[src/iorm_map.vh]
/*
 Offsets, field positions and access masks for the I/O register bank.
 Assumes the includer works on 8-bit data and 8-bit data-space addresses.
*/
`ifndef IORM_MAP_VH
`define IORM_MAP_VH

// ============================================================
// Address windows
`define IORM_IO_LAST 8'h3F
`define IORM_BIT_LAST 8'h1F
`define IORM_DATA_OFFSET 8'h20
`define IORM_EXT_FIRST 8'h60
`define IORM_EXT_LAST 8'hFF

// ============================================================
// Operation codes on the core request port
`define IORM_OP_NONE 3'h0
`define IORM_OP_PORT_READ 3'h1
`define IORM_OP_PORT_WRITE 3'h2
`define IORM_OP_MEM_READ 3'h3
`define IORM_OP_MEM_WRITE 3'h4
`define IORM_OP_BIT_SET 3'h5
`define IORM_OP_BIT_CLEAR 3'h6
`define IORM_OP_BIT_TEST 3'h7

// ============================================================
// Data-space addresses of the registers
`define IORM_PORT_B_IN 8'h23
`define IORM_PORT_B_DIR 8'h24
`define IORM_PORT_B_OUT 8'h25
`define IORM_PORT_C_IN 8'h26
`define IORM_PORT_C_DIR 8'h27
`define IORM_PORT_C_OUT 8'h28
`define IORM_PORT_D_IN 8'h29
`define IORM_PORT_D_DIR 8'h2A
`define IORM_PORT_D_OUT 8'h2B
`define IORM_TIMER0_FLAGS 8'h35
`define IORM_TIMER1_FLAGS 8'h36
`define IORM_TIMER2_FLAGS 8'h37
`define IORM_PIN_CHANGE_FLAGS 8'h3B
`define IORM_EXT_IRQ_FLAGS 8'h3C
`define IORM_EXT_IRQ_MASK 8'h3D
`define IORM_SCRATCH_ZERO 8'h3E
`define IORM_NV_CONTROL 8'h3F
`define IORM_NV_DATA 8'h40
`define IORM_NV_ADDR_LOW 8'h41
`define IORM_NV_ADDR_HIGH 8'h42
`define IORM_GLOBAL_TIMER_CTRL 8'h43
`define IORM_TIMER0_CTRL_A 8'h44
`define IORM_TIMER0_CTRL_B 8'h45
`define IORM_TIMER0_COUNT 8'h46
`define IORM_TIMER0_CMP_A 8'h47
`define IORM_TIMER0_CMP_B 8'h48
`define IORM_SCRATCH_ONE 8'h4A
`define IORM_SCRATCH_TWO 8'h4B
`define IORM_SERIAL_CTRL 8'h4C
`define IORM_SERIAL_STATUS 8'h4D
`define IORM_SERIAL_DATA 8'h4E
`define IORM_COMPARATOR_CTRL 8'h50
`define IORM_SLEEP_CTRL 8'h53
`define IORM_RESET_CAUSE 8'h54
`define IORM_CORE_CTRL 8'h55
`define IORM_SELF_PROG_CTRL 8'h57
`define IORM_STACK_LOW 8'h5D
`define IORM_STACK_HIGH 8'h5E
`define IORM_CORE_STATUS 8'h5F
`define IORM_WATCHDOG_CTRL 8'h60
`define IORM_CLOCK_DIV_CTRL 8'h61
`define IORM_POWER_GATING 8'h64
`define IORM_OSC_TRIM 8'h66
`define IORM_PIN_CHANGE_ENABLE 8'h68
`define IORM_EXT_IRQ_SENSE 8'h69
`define IORM_PIN_CHANGE_MASK0 8'h6B
`define IORM_PIN_CHANGE_MASK1 8'h6C
`define IORM_PIN_CHANGE_MASK2 8'h6D

// ============================================================
// Implemented-bit masks; zero bits are reserved, except bits 7 and 6 of IORM_MASK_SERIAL_STATUS_W, which are read-only bits
`define IORM_MASK_PORT_C 8'h7F
`define IORM_MASK_TIMER02_FLAGS 8'h07
`define IORM_MASK_TIMER1_FLAGS 8'h27
`define IORM_MASK_PIN_CHANGE 8'h07
`define IORM_MASK_EXT_IRQ 8'h03
`define IORM_MASK_NV_CONTROL 8'h3F
`define IORM_MASK_NV_ADDR_HIGH 8'h03
`define IORM_MASK_GLOBAL_TIMER 8'h83
`define IORM_MASK_TIMER0_CTRL_A 8'hF3
`define IORM_MASK_TIMER0_CTRL_B 8'hCF
`define IORM_MASK_SERIAL_STATUS 8'hC1
`define IORM_MASK_SERIAL_STATUS_W 8'h01
`define IORM_MASK_SLEEP 8'h0F
`define IORM_MASK_RESET_CAUSE 8'h0F
`define IORM_MASK_CORE_CTRL 8'h73
`define IORM_MASK_STACK_HIGH 8'h07
`define IORM_MASK_WATCHDOG 8'hFF
`define IORM_MASK_CLOCK_DIV 8'h8F
`define IORM_MASK_POWER 8'hEF
`define IORM_MASK_EXT_SENSE 8'h0F
`define IORM_MASK_PIN_MASK1 8'h7F

// ============================================================
// Flag fields
`define IORM_SERIAL_DONE_BIT 7
`define IORM_SERIAL_COLLIDE_BIT 6
`define IORM_COMPARATOR_FLAG_BIT 4
`define IORM_COMPARATOR_OUT_BIT 5
`define IORM_WATCHDOG_FLAG_BIT 7

`endif

[src/iorm_register_bank.v]
/*
 I/O register bank and address decoder for the core's peripheral space.
 Assumes the core presents one request per cycle on op/addr/wrData and that
 peripherals pulse their event inputs for one cycle when a flag is to be set.
*/
`timescale 1ns/1ps
`include "iorm_map.vh"

// Contract
// Software never writes an I/O address marked reserved.
// Software writes zero into reserved bit positions when it writes a register.
// Single-bit set and clear act on I/O addresses 0x00 to 0x1F and on no higher address.
// In the bit-accessible range one bit can be tested so the core can skip on high or low.
// A single-bit set or clear alters only the addressed bit and clears no other flag.
// Write-one-to-clear flags clear on a written one and keep their value on a written zero.
// Port read and port write reach I/O addresses 0x00 to 0x3F.
// Load and store reach the low I/O registers at their I/O address plus 0x20.
// Extended registers 0x60 to 0xFF are reached only by load and store.
// Reserved addresses and bits read as zero and ignore writes.
module iorm_register_bank (
    input wire core_clk,
    input wire rstn,
    input wire [2:0] op,
    input wire [7:0] addr,
    input wire [2:0] bitSel,
    input wire [7:0] wrData,
    output reg [7:0] rdData,
    output reg bitTestValue,
    output reg accessHit,
    input wire [7:0] portBPins,
    input wire [6:0] portCPins,
    input wire [7:0] portDPins,
    input wire [7:0] flagSetTimer0,
    input wire [7:0] flagSetTimer1,
    input wire [7:0] flagSetTimer2,
    input wire [7:0] flagSetPinChange,
    input wire [7:0] flagSetExtIrq,
    input wire serialDoneEvent,
    input wire comparatorEvent,
    input wire comparatorLevel,
    input wire watchdogEvent,
    output wire [7:0] portBDir,
    output wire [7:0] portBOut,
    output wire [7:0] portCDir,
    output wire [7:0] portCOut,
    output wire [7:0] portDDir,
    output wire [7:0] portDOut,
    output wire [7:0] extIrqMask,
    output wire [7:0] timer0CtrlA,
    output wire [7:0] timer0CtrlB,
    output wire [7:0] coreStatus
);

    // ============================================================
    // Register file
    // Storage is one array indexed by data-space address; masks decide which bits exist.
    reg [7:0] regs_r [0:255];
    reg [7:0] mask [0:255];
    reg [7:0] w1cMask [0:255];
    reg [7:0] setIn [0:255];
    reg [7:0] dataAddr;
    reg legalRead;
    reg legalWrite;
    reg [7:0] bitMask;
    reg [7:0] wrVal;
    reg wrEn;
    reg [7:0] readRaw;
    integer k;

    // ============================================================
    // Per-address masks
    always @* begin
        for (k = 0; k < 256; k = k + 1) begin
            mask[k] = 8'h00;
            w1cMask[k] = 8'h00;
            setIn[k] = 8'h00;
        end
        mask[`IORM_PORT_B_DIR] = 8'hFF;
        mask[`IORM_PORT_B_OUT] = 8'hFF;
        mask[`IORM_PORT_C_DIR] = `IORM_MASK_PORT_C;
        mask[`IORM_PORT_C_OUT] = `IORM_MASK_PORT_C;
        mask[`IORM_PORT_D_DIR] = 8'hFF;
        mask[`IORM_PORT_D_OUT] = 8'hFF;
        mask[`IORM_TIMER0_FLAGS] = `IORM_MASK_TIMER02_FLAGS;
        mask[`IORM_TIMER1_FLAGS] = `IORM_MASK_TIMER1_FLAGS;
        mask[`IORM_TIMER2_FLAGS] = `IORM_MASK_TIMER02_FLAGS;
        mask[`IORM_PIN_CHANGE_FLAGS] = `IORM_MASK_PIN_CHANGE;
        mask[`IORM_EXT_IRQ_FLAGS] = `IORM_MASK_EXT_IRQ;
        mask[`IORM_EXT_IRQ_MASK] = `IORM_MASK_EXT_IRQ;
        mask[`IORM_SCRATCH_ZERO] = 8'hFF;
        mask[`IORM_NV_CONTROL] = `IORM_MASK_NV_CONTROL;
        mask[`IORM_NV_DATA] = 8'hFF;
        mask[`IORM_NV_ADDR_LOW] = 8'hFF;
        mask[`IORM_NV_ADDR_HIGH] = `IORM_MASK_NV_ADDR_HIGH;
        mask[`IORM_GLOBAL_TIMER_CTRL] = `IORM_MASK_GLOBAL_TIMER;
        mask[`IORM_TIMER0_CTRL_A] = `IORM_MASK_TIMER0_CTRL_A;
        mask[`IORM_TIMER0_CTRL_B] = `IORM_MASK_TIMER0_CTRL_B;
        mask[`IORM_TIMER0_COUNT] = 8'hFF;
        mask[`IORM_TIMER0_CMP_A] = 8'hFF;
        mask[`IORM_TIMER0_CMP_B] = 8'hFF;
        mask[`IORM_SCRATCH_ONE] = 8'hFF;
        mask[`IORM_SCRATCH_TWO] = 8'hFF;
        mask[`IORM_SERIAL_CTRL] = 8'hFF;
        mask[`IORM_SERIAL_STATUS] = `IORM_MASK_SERIAL_STATUS_W;
        mask[`IORM_SERIAL_DATA] = 8'hFF;
        mask[`IORM_COMPARATOR_CTRL] = 8'hDF;
        mask[`IORM_SLEEP_CTRL] = `IORM_MASK_SLEEP;
        mask[`IORM_RESET_CAUSE] = `IORM_MASK_RESET_CAUSE;
        mask[`IORM_CORE_CTRL] = `IORM_MASK_CORE_CTRL;
        mask[`IORM_SELF_PROG_CTRL] = 8'hFF;
        mask[`IORM_STACK_LOW] = 8'hFF;
        mask[`IORM_STACK_HIGH] = `IORM_MASK_STACK_HIGH;
        mask[`IORM_CORE_STATUS] = 8'hFF;
        mask[`IORM_WATCHDOG_CTRL] = `IORM_MASK_WATCHDOG;
        mask[`IORM_CLOCK_DIV_CTRL] = `IORM_MASK_CLOCK_DIV;
        mask[`IORM_POWER_GATING] = `IORM_MASK_POWER;
        mask[`IORM_OSC_TRIM] = 8'hFF;
        mask[`IORM_PIN_CHANGE_ENABLE] = `IORM_MASK_PIN_CHANGE;
        mask[`IORM_EXT_IRQ_SENSE] = `IORM_MASK_EXT_SENSE;
        mask[`IORM_PIN_CHANGE_MASK0] = 8'hFF;
        mask[`IORM_PIN_CHANGE_MASK1] = `IORM_MASK_PIN_MASK1;
        mask[`IORM_PIN_CHANGE_MASK2] = 8'hFF;
        w1cMask[`IORM_TIMER0_FLAGS] = `IORM_MASK_TIMER02_FLAGS;
        w1cMask[`IORM_TIMER1_FLAGS] = `IORM_MASK_TIMER1_FLAGS;
        w1cMask[`IORM_TIMER2_FLAGS] = `IORM_MASK_TIMER02_FLAGS;
        w1cMask[`IORM_PIN_CHANGE_FLAGS] = `IORM_MASK_PIN_CHANGE;
        w1cMask[`IORM_EXT_IRQ_FLAGS] = `IORM_MASK_EXT_IRQ;
        w1cMask[`IORM_COMPARATOR_CTRL] = 8'h10;
        w1cMask[`IORM_WATCHDOG_CTRL] = 8'h80;
        setIn[`IORM_TIMER0_FLAGS] = flagSetTimer0 & `IORM_MASK_TIMER02_FLAGS;
        setIn[`IORM_TIMER1_FLAGS] = flagSetTimer1 & `IORM_MASK_TIMER1_FLAGS;
        setIn[`IORM_TIMER2_FLAGS] = flagSetTimer2 & `IORM_MASK_TIMER02_FLAGS;
        setIn[`IORM_PIN_CHANGE_FLAGS] = flagSetPinChange & `IORM_MASK_PIN_CHANGE;
        setIn[`IORM_EXT_IRQ_FLAGS] = flagSetExtIrq & `IORM_MASK_EXT_IRQ;
        setIn[`IORM_COMPARATOR_CTRL] = {3'h0, comparatorEvent, 4'h0};
        setIn[`IORM_WATCHDOG_CTRL] = {watchdogEvent, 7'h00};
        setIn[`IORM_SERIAL_STATUS] = {serialDoneEvent, 7'h00};
    end

    // ============================================================
    // Address decode
    always @* begin
        dataAddr = addr;
        legalRead = 1'b0;
        legalWrite = 1'b0;
        bitMask = 8'h01 << bitSel;
        case (op)
            `IORM_OP_PORT_READ: begin
                dataAddr = addr + `IORM_DATA_OFFSET;
                legalRead = (addr <= `IORM_IO_LAST);
            end
            `IORM_OP_PORT_WRITE: begin
                dataAddr = addr + `IORM_DATA_OFFSET;
                legalWrite = (addr <= `IORM_IO_LAST);
            end
            `IORM_OP_MEM_READ: begin
                legalRead = (addr >= `IORM_DATA_OFFSET);
            end
            `IORM_OP_MEM_WRITE: begin
                legalWrite = (addr >= `IORM_DATA_OFFSET);
            end
            `IORM_OP_BIT_SET, `IORM_OP_BIT_CLEAR: begin
                dataAddr = addr + `IORM_DATA_OFFSET;
                legalWrite = (addr <= `IORM_BIT_LAST);
            end
            `IORM_OP_BIT_TEST: begin
                dataAddr = addr + `IORM_DATA_OFFSET;
                legalRead = (addr <= `IORM_BIT_LAST);
            end
            default: begin
                dataAddr = addr;
            end
        endcase
    end

    // ============================================================
    // Read path, including live pin and comparator inputs
    always @* begin
        case (dataAddr)
            `IORM_PORT_B_IN: readRaw = portBPins;
            `IORM_PORT_C_IN: readRaw = {1'b0, portCPins};
            `IORM_PORT_D_IN: readRaw = portDPins;
            `IORM_SERIAL_STATUS: readRaw = regs_r[dataAddr] & `IORM_MASK_SERIAL_STATUS;
            `IORM_COMPARATOR_CTRL: readRaw = (regs_r[dataAddr] & 8'hDF) | {2'h0, comparatorLevel, 5'h00};
            default: readRaw = regs_r[dataAddr] & mask[dataAddr];
        endcase
    end

    // ============================================================
    // Write value; a single-bit op touches only its bit and masks other flags
    always @* begin
        wrEn = legalWrite;
        wrVal = regs_r[dataAddr];
        case (op)
            `IORM_OP_BIT_SET: wrVal = (regs_r[dataAddr] & ~w1cMask[dataAddr]) | bitMask;
            `IORM_OP_BIT_CLEAR: wrVal = (regs_r[dataAddr] & ~w1cMask[dataAddr]) & ~bitMask;
            default: wrVal = wrData;
        endcase
    end

    // ============================================================
    // Storage update; a hardware set in the clearing cycle wins
    genvar g;
    generate
        for (g = 0; g < 256; g = g + 1) begin : gReg
            localparam [7:0] SLOT = g;
            always @(posedge core_clk) begin
                if (!rstn) begin
                    regs_r[g] <= 8'h00;
                end else if (wrEn && dataAddr == SLOT) begin
                    regs_r[g] <= ((wrVal & mask[g] & ~w1cMask[g])
                        | (regs_r[g] & w1cMask[g] & ~wrVal)
                        | setIn[g]) & (mask[g] | setIn[g]);
                end else begin
                    regs_r[g] <= regs_r[g] | setIn[g];
                end
            end
        end
    endgenerate

    // ============================================================
    // Read answer registered one cycle after the request
    always @(posedge core_clk) begin
        if (!rstn) begin
            rdData <= 8'h00;
            bitTestValue <= 1'b0;
            accessHit <= 1'b0;
        end else begin
            rdData <= legalRead ? readRaw : 8'h00;
            bitTestValue <= legalRead && (op == `IORM_OP_BIT_TEST) && |(readRaw & bitMask);
            accessHit <= legalRead | legalWrite;
        end
    end

    assign portBDir = regs_r[`IORM_PORT_B_DIR];
    assign portBOut = regs_r[`IORM_PORT_B_OUT];
    assign portCDir = regs_r[`IORM_PORT_C_DIR];
    assign portCOut = regs_r[`IORM_PORT_C_OUT];
    assign portDDir = regs_r[`IORM_PORT_D_DIR];
    assign portDOut = regs_r[`IORM_PORT_D_OUT];
    assign extIrqMask = regs_r[`IORM_EXT_IRQ_MASK];
    assign timer0CtrlA = regs_r[`IORM_TIMER0_CTRL_A];
    assign timer0CtrlB = regs_r[`IORM_TIMER0_CTRL_B];
    assign coreStatus = regs_r[`IORM_CORE_STATUS];

endmodule

[config.mk]
export PLATFORM = sky130hd
export DESIGN_NAME = iorm_register_bank
export DESIGN_NICKNAME = d
export VERILOG_FILES = /design/src/iorm_register_bank.v
export VERILOG_INCLUDE_DIRS = /design/src /design/src/src
export SDC_FILE = /design/constraint.sdc
export NUM_CORES = 1
export LEC_CHECK = 0
export ABC_AREA = 0
export BUFFER_PORTS_ARGS = -buffer_cell sky130_fd_sc_hd__buf_4
export CAP_MARGIN = 20
export CORE_MARGIN = 1.5
export CORE_UTILIZATION = 40
export DETAILED_ROUTE_END_ITERATION = 6
export HOLD_SLACK_MARGIN = 0.12
export SYNTH_ARGS = -nofsm -noshare
export SYNTH_HDL_FRONTEND = slang
export SYNTH_SLANG_ARGS = --single-unit
[constraint.sdc]
create_clock -name core_clk -period 6.3 [get_ports core_clk]
set_input_delay 1.575 -clock core_clk [delete_from_list [all_inputs] [get_ports core_clk]]
set_output_delay 1.575 -clock core_clk [all_outputs]
set_load 0.005 [all_outputs]
Yosys cells after proc, flatten, opt, wreduce, memory -nomap -nowiden
Memory sizes are Yosys's and may differ from the RTL's.
Cells that the tools add are included.
- register bits after elaboration: 10
- memory bits (writable): 2048
- memory bits (read-only): 4096
- input port bits: 91
- word-level logic and storage cells: 3640
- memories: 3
- add/sub/neg operators: 1
- $lt $le $gt $ge: 4
- equal/unequal tests: 510
- shift-type cells: 1
- muxes and demuxes: 2058
- bitwise logic cells: 549
- reduce and logical (&&, ||, !) cells: 511
- memories (name ; words ; width ; read ports ; clocked after memory_dff ; write ports ; line ; RTL):
    (no name shown) ; 256 ; 8 ; 1 ; 0 ; 0 ; iorm_register_bank.v:196 ; `IORM_OP_BIT_CLEAR: wrVal = (regs_r[dataAddr] & ~w1cMask[dataAddr]) & ~bitMask;
    (no name shown) ; 256 ; 8 ; 1 ; 0 ; 0 ; iorm_register_bank.v:185 ; default: readRaw = regs_r[dataAddr] & mask[dataAddr];
    regs_r ; 256 ; 8 ; 19 ; 0 ; 256 ; iorm_register_bank.v:57 ; reg [7:0] regs_r [0:255];
- operators by type and width (kind ; number):
    2-to-1 mux 8 bit ; 517
    2-to-1 mux 1 bit ; 1537
    equality test 8 bit, second input constant ; 128
    bitwise OR 1 bit ; 513
    equality test 8 x 7 -> 1 bit, second input constant ; 64
    AND reduction 2 bit ; 249
    logical AND 1 bit ; 258
    equality test 8 x 6 -> 1 bit, second input constant ; 32
    inequality test 0 bit ; 248
    equality test 8 x 5 -> 1 bit, second input constant ; 16
    equality test 8 x 4 -> 1 bit, second input constant ; 8
    AND 8 bit ; 6
    bitwise OR 8 bit ; 5
    case mux 8 bit (5 select lines) ; 1
    equality test 8 x 3 -> 1 bit, second input constant ; 4
    inverter 8 bit ; 3
    bitwise OR 8 x 3 -> 8 bit ; 3
    equality test 8 x 2 -> 1 bit, second input constant ; 2
    bitwise OR 8 x 5 -> 8 bit ; 2
    bitwise OR 8 x 6 -> 8 bit ; 2
    case mux 8 bit (2 select lines) ; 1
    equality test 3 bit, second input constant ; 4
    AND 3 bit ; 3
    greater-or-equal comparator 9 bit, second input constant ; 1
    other kinds (23) ; 27

Logic depth before layout (Yosys ltp)
- depth in word-level cells: 17
- depth in mapped cells: 15

Least setup slack after synthesis
OpenSTA, ideal clock, no wires.
- path type: input-to-reg
- start: in addr[1]
- end: reg bitTestValue
- library setup time: 115 ps
- data arrival time: 4372 ps
- slack: 1813 ps
- cell stages on the path: 15
- cell sequence: buf_2 -> buf_2 -> inv_1 -> buf_2 -> ha_1 -> or3b_2 -> clkbuf_1 -> nor2_1 -> a21oi_1 -> nor3_1 -> a221oi_1 -> a221oi_1 -> o22a_1 -> a32oi_1 -> o21a_1
- cells in the longest elaborated chain, start to end: 11
- ends and longest elaborated chain (what ; line ; RTL):
    start, declared ; iorm_register_bank.v:24 ; input wire [7:0] addr,
    adder 8 x 6 -> 8 bit (no source line) ; -- ;
    2-to-1 mux 8 bit ; -- ;
    inverter 8 -> 9 bit (not written as such) ; iorm_register_bank.v:185 ;
    memory read (256 x 8 bit) ; -- ;
    2-to-1 mux 8 bit (not written as such) (2 in series) ; iorm_register_bank.v:185 ;
    AND 8 bit ; iorm_register_bank.v:185 ;
    case mux 8 bit (5 select lines) ; iorm_register_bank.v:179 ; case (dataAddr)
    AND 8 bit ; iorm_register_bank.v:230 ; bitTestValue <= legalRead && (op == `IORM_OP_BIT_TEST) && |(readRaw & bitMask);
    OR reduction 8 bit ; iorm_register_bank.v:230 ;
    logical AND 1 bit * ; iorm_register_bank.v:230 ;
    end signal, assigned ; iorm_register_bank.v:230 ;
    end, declared ; iorm_register_bank.v:28 ; output reg bitTestValue,
Mark *: on every way between the ends. The rest lies on a longest branch, timed or not. The select of a mux whose other input is x is not followed.
A chain may end at the register's enable or synchronous reset.

==> results.txt <==
The number of enable-type register cells in the synthesized netlist is 273. The number of vias after detailed routing came out at 12800. The tool flagged a number of max-cap violations equal to 0. The clock root buffer is sky130_fd_sc_hd__clkbuf_16.

The final number of max-transition violations is 0. The final antenna-violating net count is 0. The depth of the most critical reg-to-reg path is 9.

Leaving out fill and tap cells, the most frequent cell in the layout is sky130_fd_sc_hd__edfxtp_1. The number of hold violations in the final report was 0. The number of antenna violations at the first check in global routing is 0. The final hold slack came out at 0.624 ns. The number of global-route vias before repair came out at 12300. The cell area after synthesis is 15100 sq um.

The arrival time at the worst endpoint came out at 5.27 ns. The final net count is 1661. The leakage power total is 0.00684 uW.

At the later pin of the worst-skew pair, clock insertion delay measures 0.53 ns. The die covers 39000 sq um. The required time of the critical path came out at 6.55 ns. The adder-cell area share of the yosys netlist is 0.00992. The number of buffers added for setup after CTS came out at 0. The flow ran to the end, and the final reports show no timing, DRC or antenna violations. The share of total power dissipated in the clock network is 0.398. The number of vias per cell after detailed routing came out at 6.12.

After synthesis, the share of flip-flops with an asynchronous set or reset is 0. For the final routed database, the setup TNS stands at 0 ns. The layer with the highest usage is met2. The worst-case clock buffer depth is 3. The first-pass GRT wire length is 81.2 mm. The filler-free cell count of the finished design is 2090. The number of hold buffers added after CTS was 0. 181 I/O pins were placed. Headroom to the max-slew limit came out at 0.257.

In the synthesized netlist the dominant register cell turns out to be sky130_fd_sc_hd__edfxtp_1. For met3 alone, demand over resource in global routing was 0.0724. The signed area change from the synthesized netlist to the final layout came out at 18.4%. The worst register-to-register path begins at regs_r[74][7]. In this run the critical register-to-register path is captured at regs_r[67][7]. The type of the worst min-delay path is flip-flop to flip-flop.

The compound-cell area share of the yosys netlist came out at 0.141. In this run the power density over the cells is 257 nW/um^2. The met1 capacity usage during global routing came out at 0.398.

The basic-gate share of the synthesized area counting and, or, nand and nor cells came out at 0.165. The cell internal power dissipation came out at 3370 uW. The H-tree depth came out at 2. The clock drives 283 sinks. The instance count of the mapped netlist came out at 1403. The count of inserted antenna diode cells came out at 0. The global placement routability congestion is 0.979. The detailed router finished its first iteration with 1623 violations.

Based on the critical path, the design can be clocked at up to 199 MHz. The total global routing track utilization came out at 0.286. The minimum clock period came out at 5.02 ns. For this run, design rule violations remaining after detail routing come to 0. The register bit total from synthesis came out at 283. Of the total power, the share spent switching nets is 0.267. Of the total power, registers draw 0.465. The routing usage on met2 came out at 0.432. The overall die height is 197 um. Setup violations remaining at the end of the flow were counted as 0. In this run, distinct cell masters in the synthesized netlist total 87. Summed over all nets, the half-perimeter wirelength after detailed placement is 39.7 mm. The highest fanout seen on the critical path came out at 24. The largest clock skew in the final design is 0.0335 ns. The multi-input logic area came out at 6100 sq um.

In the final layout, the share of cells above drive strength 1 is 0.208. TritonCTS built the clock tree. Counting tap cells, the placed design contains a total of 2032 instances. The clock slew seen by the registers of the worst setup and hold paths came out at 0.06 ns.

The critical path starts at op[1]. The core box area is 37500 sq um. The floorplan has 71 rows. The xor and xnor area share after synthesis is 0.00273. The count of input and output buffers came out at 143. In the final routed layout, each cell accounts on average for 26.9 um. Entering global routing, the biggest net connects 53 pins.

The part of the power in combinational logic is 0.137. The part of the cycle the worst path needs came out at 0.797. Setup repair after global routing left no endpoint under its margin.

The transition time at the pin with the least slew margin is 1.11 ns. The synthesis warning total is 0. The starting density of the core came out at 0.404. The worst setup path is launched from a primary input. The routed design has 56.3 mm of wire. The register area share after synthesis came out at 0.555.

The mux cell area share after synthesis is 0.0748. The post-route core utilization is 0.478. The first detailed-routing pass took 6 iterations.

The footprint of the flip-flops and latches came out at 8400 sq um. The die is 197 um wide. In this run the worst setup path terminates at regs_r[59][2]. The library cells used most frequently in the layout, excluding fill and tap cells, are sky130_fd_sc_hd__edfxtp_1, sky130_fd_sc_hd__nor2_1, sky130_fd_sc_hd__buf_4.

After synthesis, the largest family of logic cells by area is simple AND/OR/NAND/NOR gates. Setup slack on the worst reg-to-reg path comes out at 2.96 ns. The worst setup path is of the primary input to flip-flop kind. The number of gates resized after CTS came out at 0.

The worst vdd rail ir drop is 0.000175 V. The type of destination of the critical path is a flip-flop. The total congestion overflow after global routing came out at 0.

The number of filler instances in the final layout came out at 3526. After synthesis, the mean cell area works out to 10.8 sq um. The switching power is 1230 uW. The number of buffers created by CTS came out at 34.
metrics by stage:
step	total power (uW)	area (sq um)	setup WS, ns
3_5_place_dp	2790	16900	0.918
3_3_place_gp	2780	16900	0.948
6_report	4600	17900	1.28
5_1_grt	4720	17900	1.19
4_1_cts	4590	17900	1.40
2_1_floorplan	2520	15200	1.81
final cells by class:
| class | count | area share |
|---|---|---|
| flip-flops and latches | 283 | 0.469 |
| multi-input cells | 996 | 0.341 |
| repair buffers | 216 | 0.0928 |
| clock buffers | 44 | 0.0508 |
| well taps | 511 | 0.0357 |
| inverters | 27 | 0.00566 |
| clock inverters | 13 | 0.00524 |
routing by layer:
metal / wire length (um) / up-vias
li1: - / 5505
met1: 22500 / 6231
met2: 24700 / 901
met3: 6970 / 144
met4: 2170 / 0
met5: 0 / -
power groups by stage:
stage / Sequential [uW] / Combinational, uW / Clock (uW)
after floorplan: 2170 / 350 / 0
after global placement: 2180 / 603 / 0
after detailed placement: 2180 / 611 / 0
after CTS: 2140 / 614 / 1840
after global routing: 2140 / 658 / 1920
final: 2140 / 631 / 1830
flip-flops by register name, indices dropped and copies added (netlist names):
signal	flops
accessHit	1
bitTestValue	1
rdData	8
regs_r	273
how the worst min path moves through the flow:
stage / startpoint / to / slack, ns / depth (start not counted)
2_1_floorplan: regs_r[77][7] / regs_r[77][7] / 0.55 / 2
3_3_place_gp: regs_r[77][7] / regs_r[77][7] / 0.58 / 2
3_5_place_dp: regs_r[77][7] / regs_r[77][7] / 0.61 / 2
4_1_cts: regs_r[77][7] / regs_r[77][7] / 0.62 / 2
5_1_grt: regs_r[77][7] / regs_r[77][7] / 0.65 / 2
6_report: regs_r[77][7] / regs_r[77][7] / 0.62 / 2
cell usage after synthesis (13+ instances only):
| master | count | area [sq um] |
|---|---|---|
| sky130_fd_sc_hd__nand2_1 | 80 | 300 |
| sky130_fd_sc_hd__buf_2 | 45 | 225 |
| sky130_fd_sc_hd__mux2_2 | 31 | 349 |
| sky130_fd_sc_hd__clkbuf_1 | 43 | 161 |
| sky130_fd_sc_hd__o21ai_0 | 66 | 330 |
| sky130_fd_sc_hd__buf_4 | 28 | 210 |
| sky130_fd_sc_hd__nor2_1 | 271 | 1020 |
| sky130_fd_sc_hd__nand2b_1 | 14 | 87.6 |
| sky130_fd_sc_hd__edfxtp_1 | 273 | 8200 |
| sky130_fd_sc_hd__nor2b_1 | 13 | 81.3 |
| sky130_fd_sc_hd__a221oi_1 | 22 | 193 |
| sky130_fd_sc_hd__a22oi_1 | 24 | 180 |
| sky130_fd_sc_hd__a21oi_1 | 60 | 300 |
| sky130_fd_sc_hd__mux2i_1 | 52 | 521 |
| sky130_fd_sc_hd__o2bb2ai_1 | 15 | 131 |
| sky130_fd_sc_hd__nor3_1 | 51 | 255 |
| sky130_fd_sc_hd__nand3_1 | 51 | 255 |
| sky130_fd_sc_hd__inv_1 | 25 | 93.8 |
worst max-delay path: stages:
cell and delay (ns):
sky130_fd_sc_hd__buf_4 0.12, sky130_fd_sc_hd__inv_1 0.11, sky130_fd_sc_hd__ha_1 0.30, sky130_fd_sc_hd__a21o_4 0.24, sky130_fd_sc_hd__mux2i_4 0.59, sky130_fd_sc_hd__nand3_1 0.48, sky130_fd_sc_hd__nor2_1 0.33, sky130_fd_sc_hd__nor4_1 0.13
sky130_fd_sc_hd__buf_4 0.17, sky130_fd_sc_hd__o311ai_1 0.44, sky130_fd_sc_hd__o21ai_4 0.39, sky130_fd_sc_hd__o21ai_0 0.28, sky130_fd_sc_hd__a21oi_1 0.09
kinds of logic (layout without fill, tap and decap cells):
| group | count (synthesis) | after routing |
|---|---|---|
| other | 2 | 30 |
| AOI/OAI and AO/OA | 309 | 309 |
| DFF | 283 | 283 |
| xor gates and xnor gates | 3 | 3 |
| buffers and inverters | 152 | 300 |
| muxes | 95 | 95 |
| and+or+nand+nor | 547 | 547 |
| adders and majority gates | 12 | 12 |
Power figures use the tool's default switching activity.
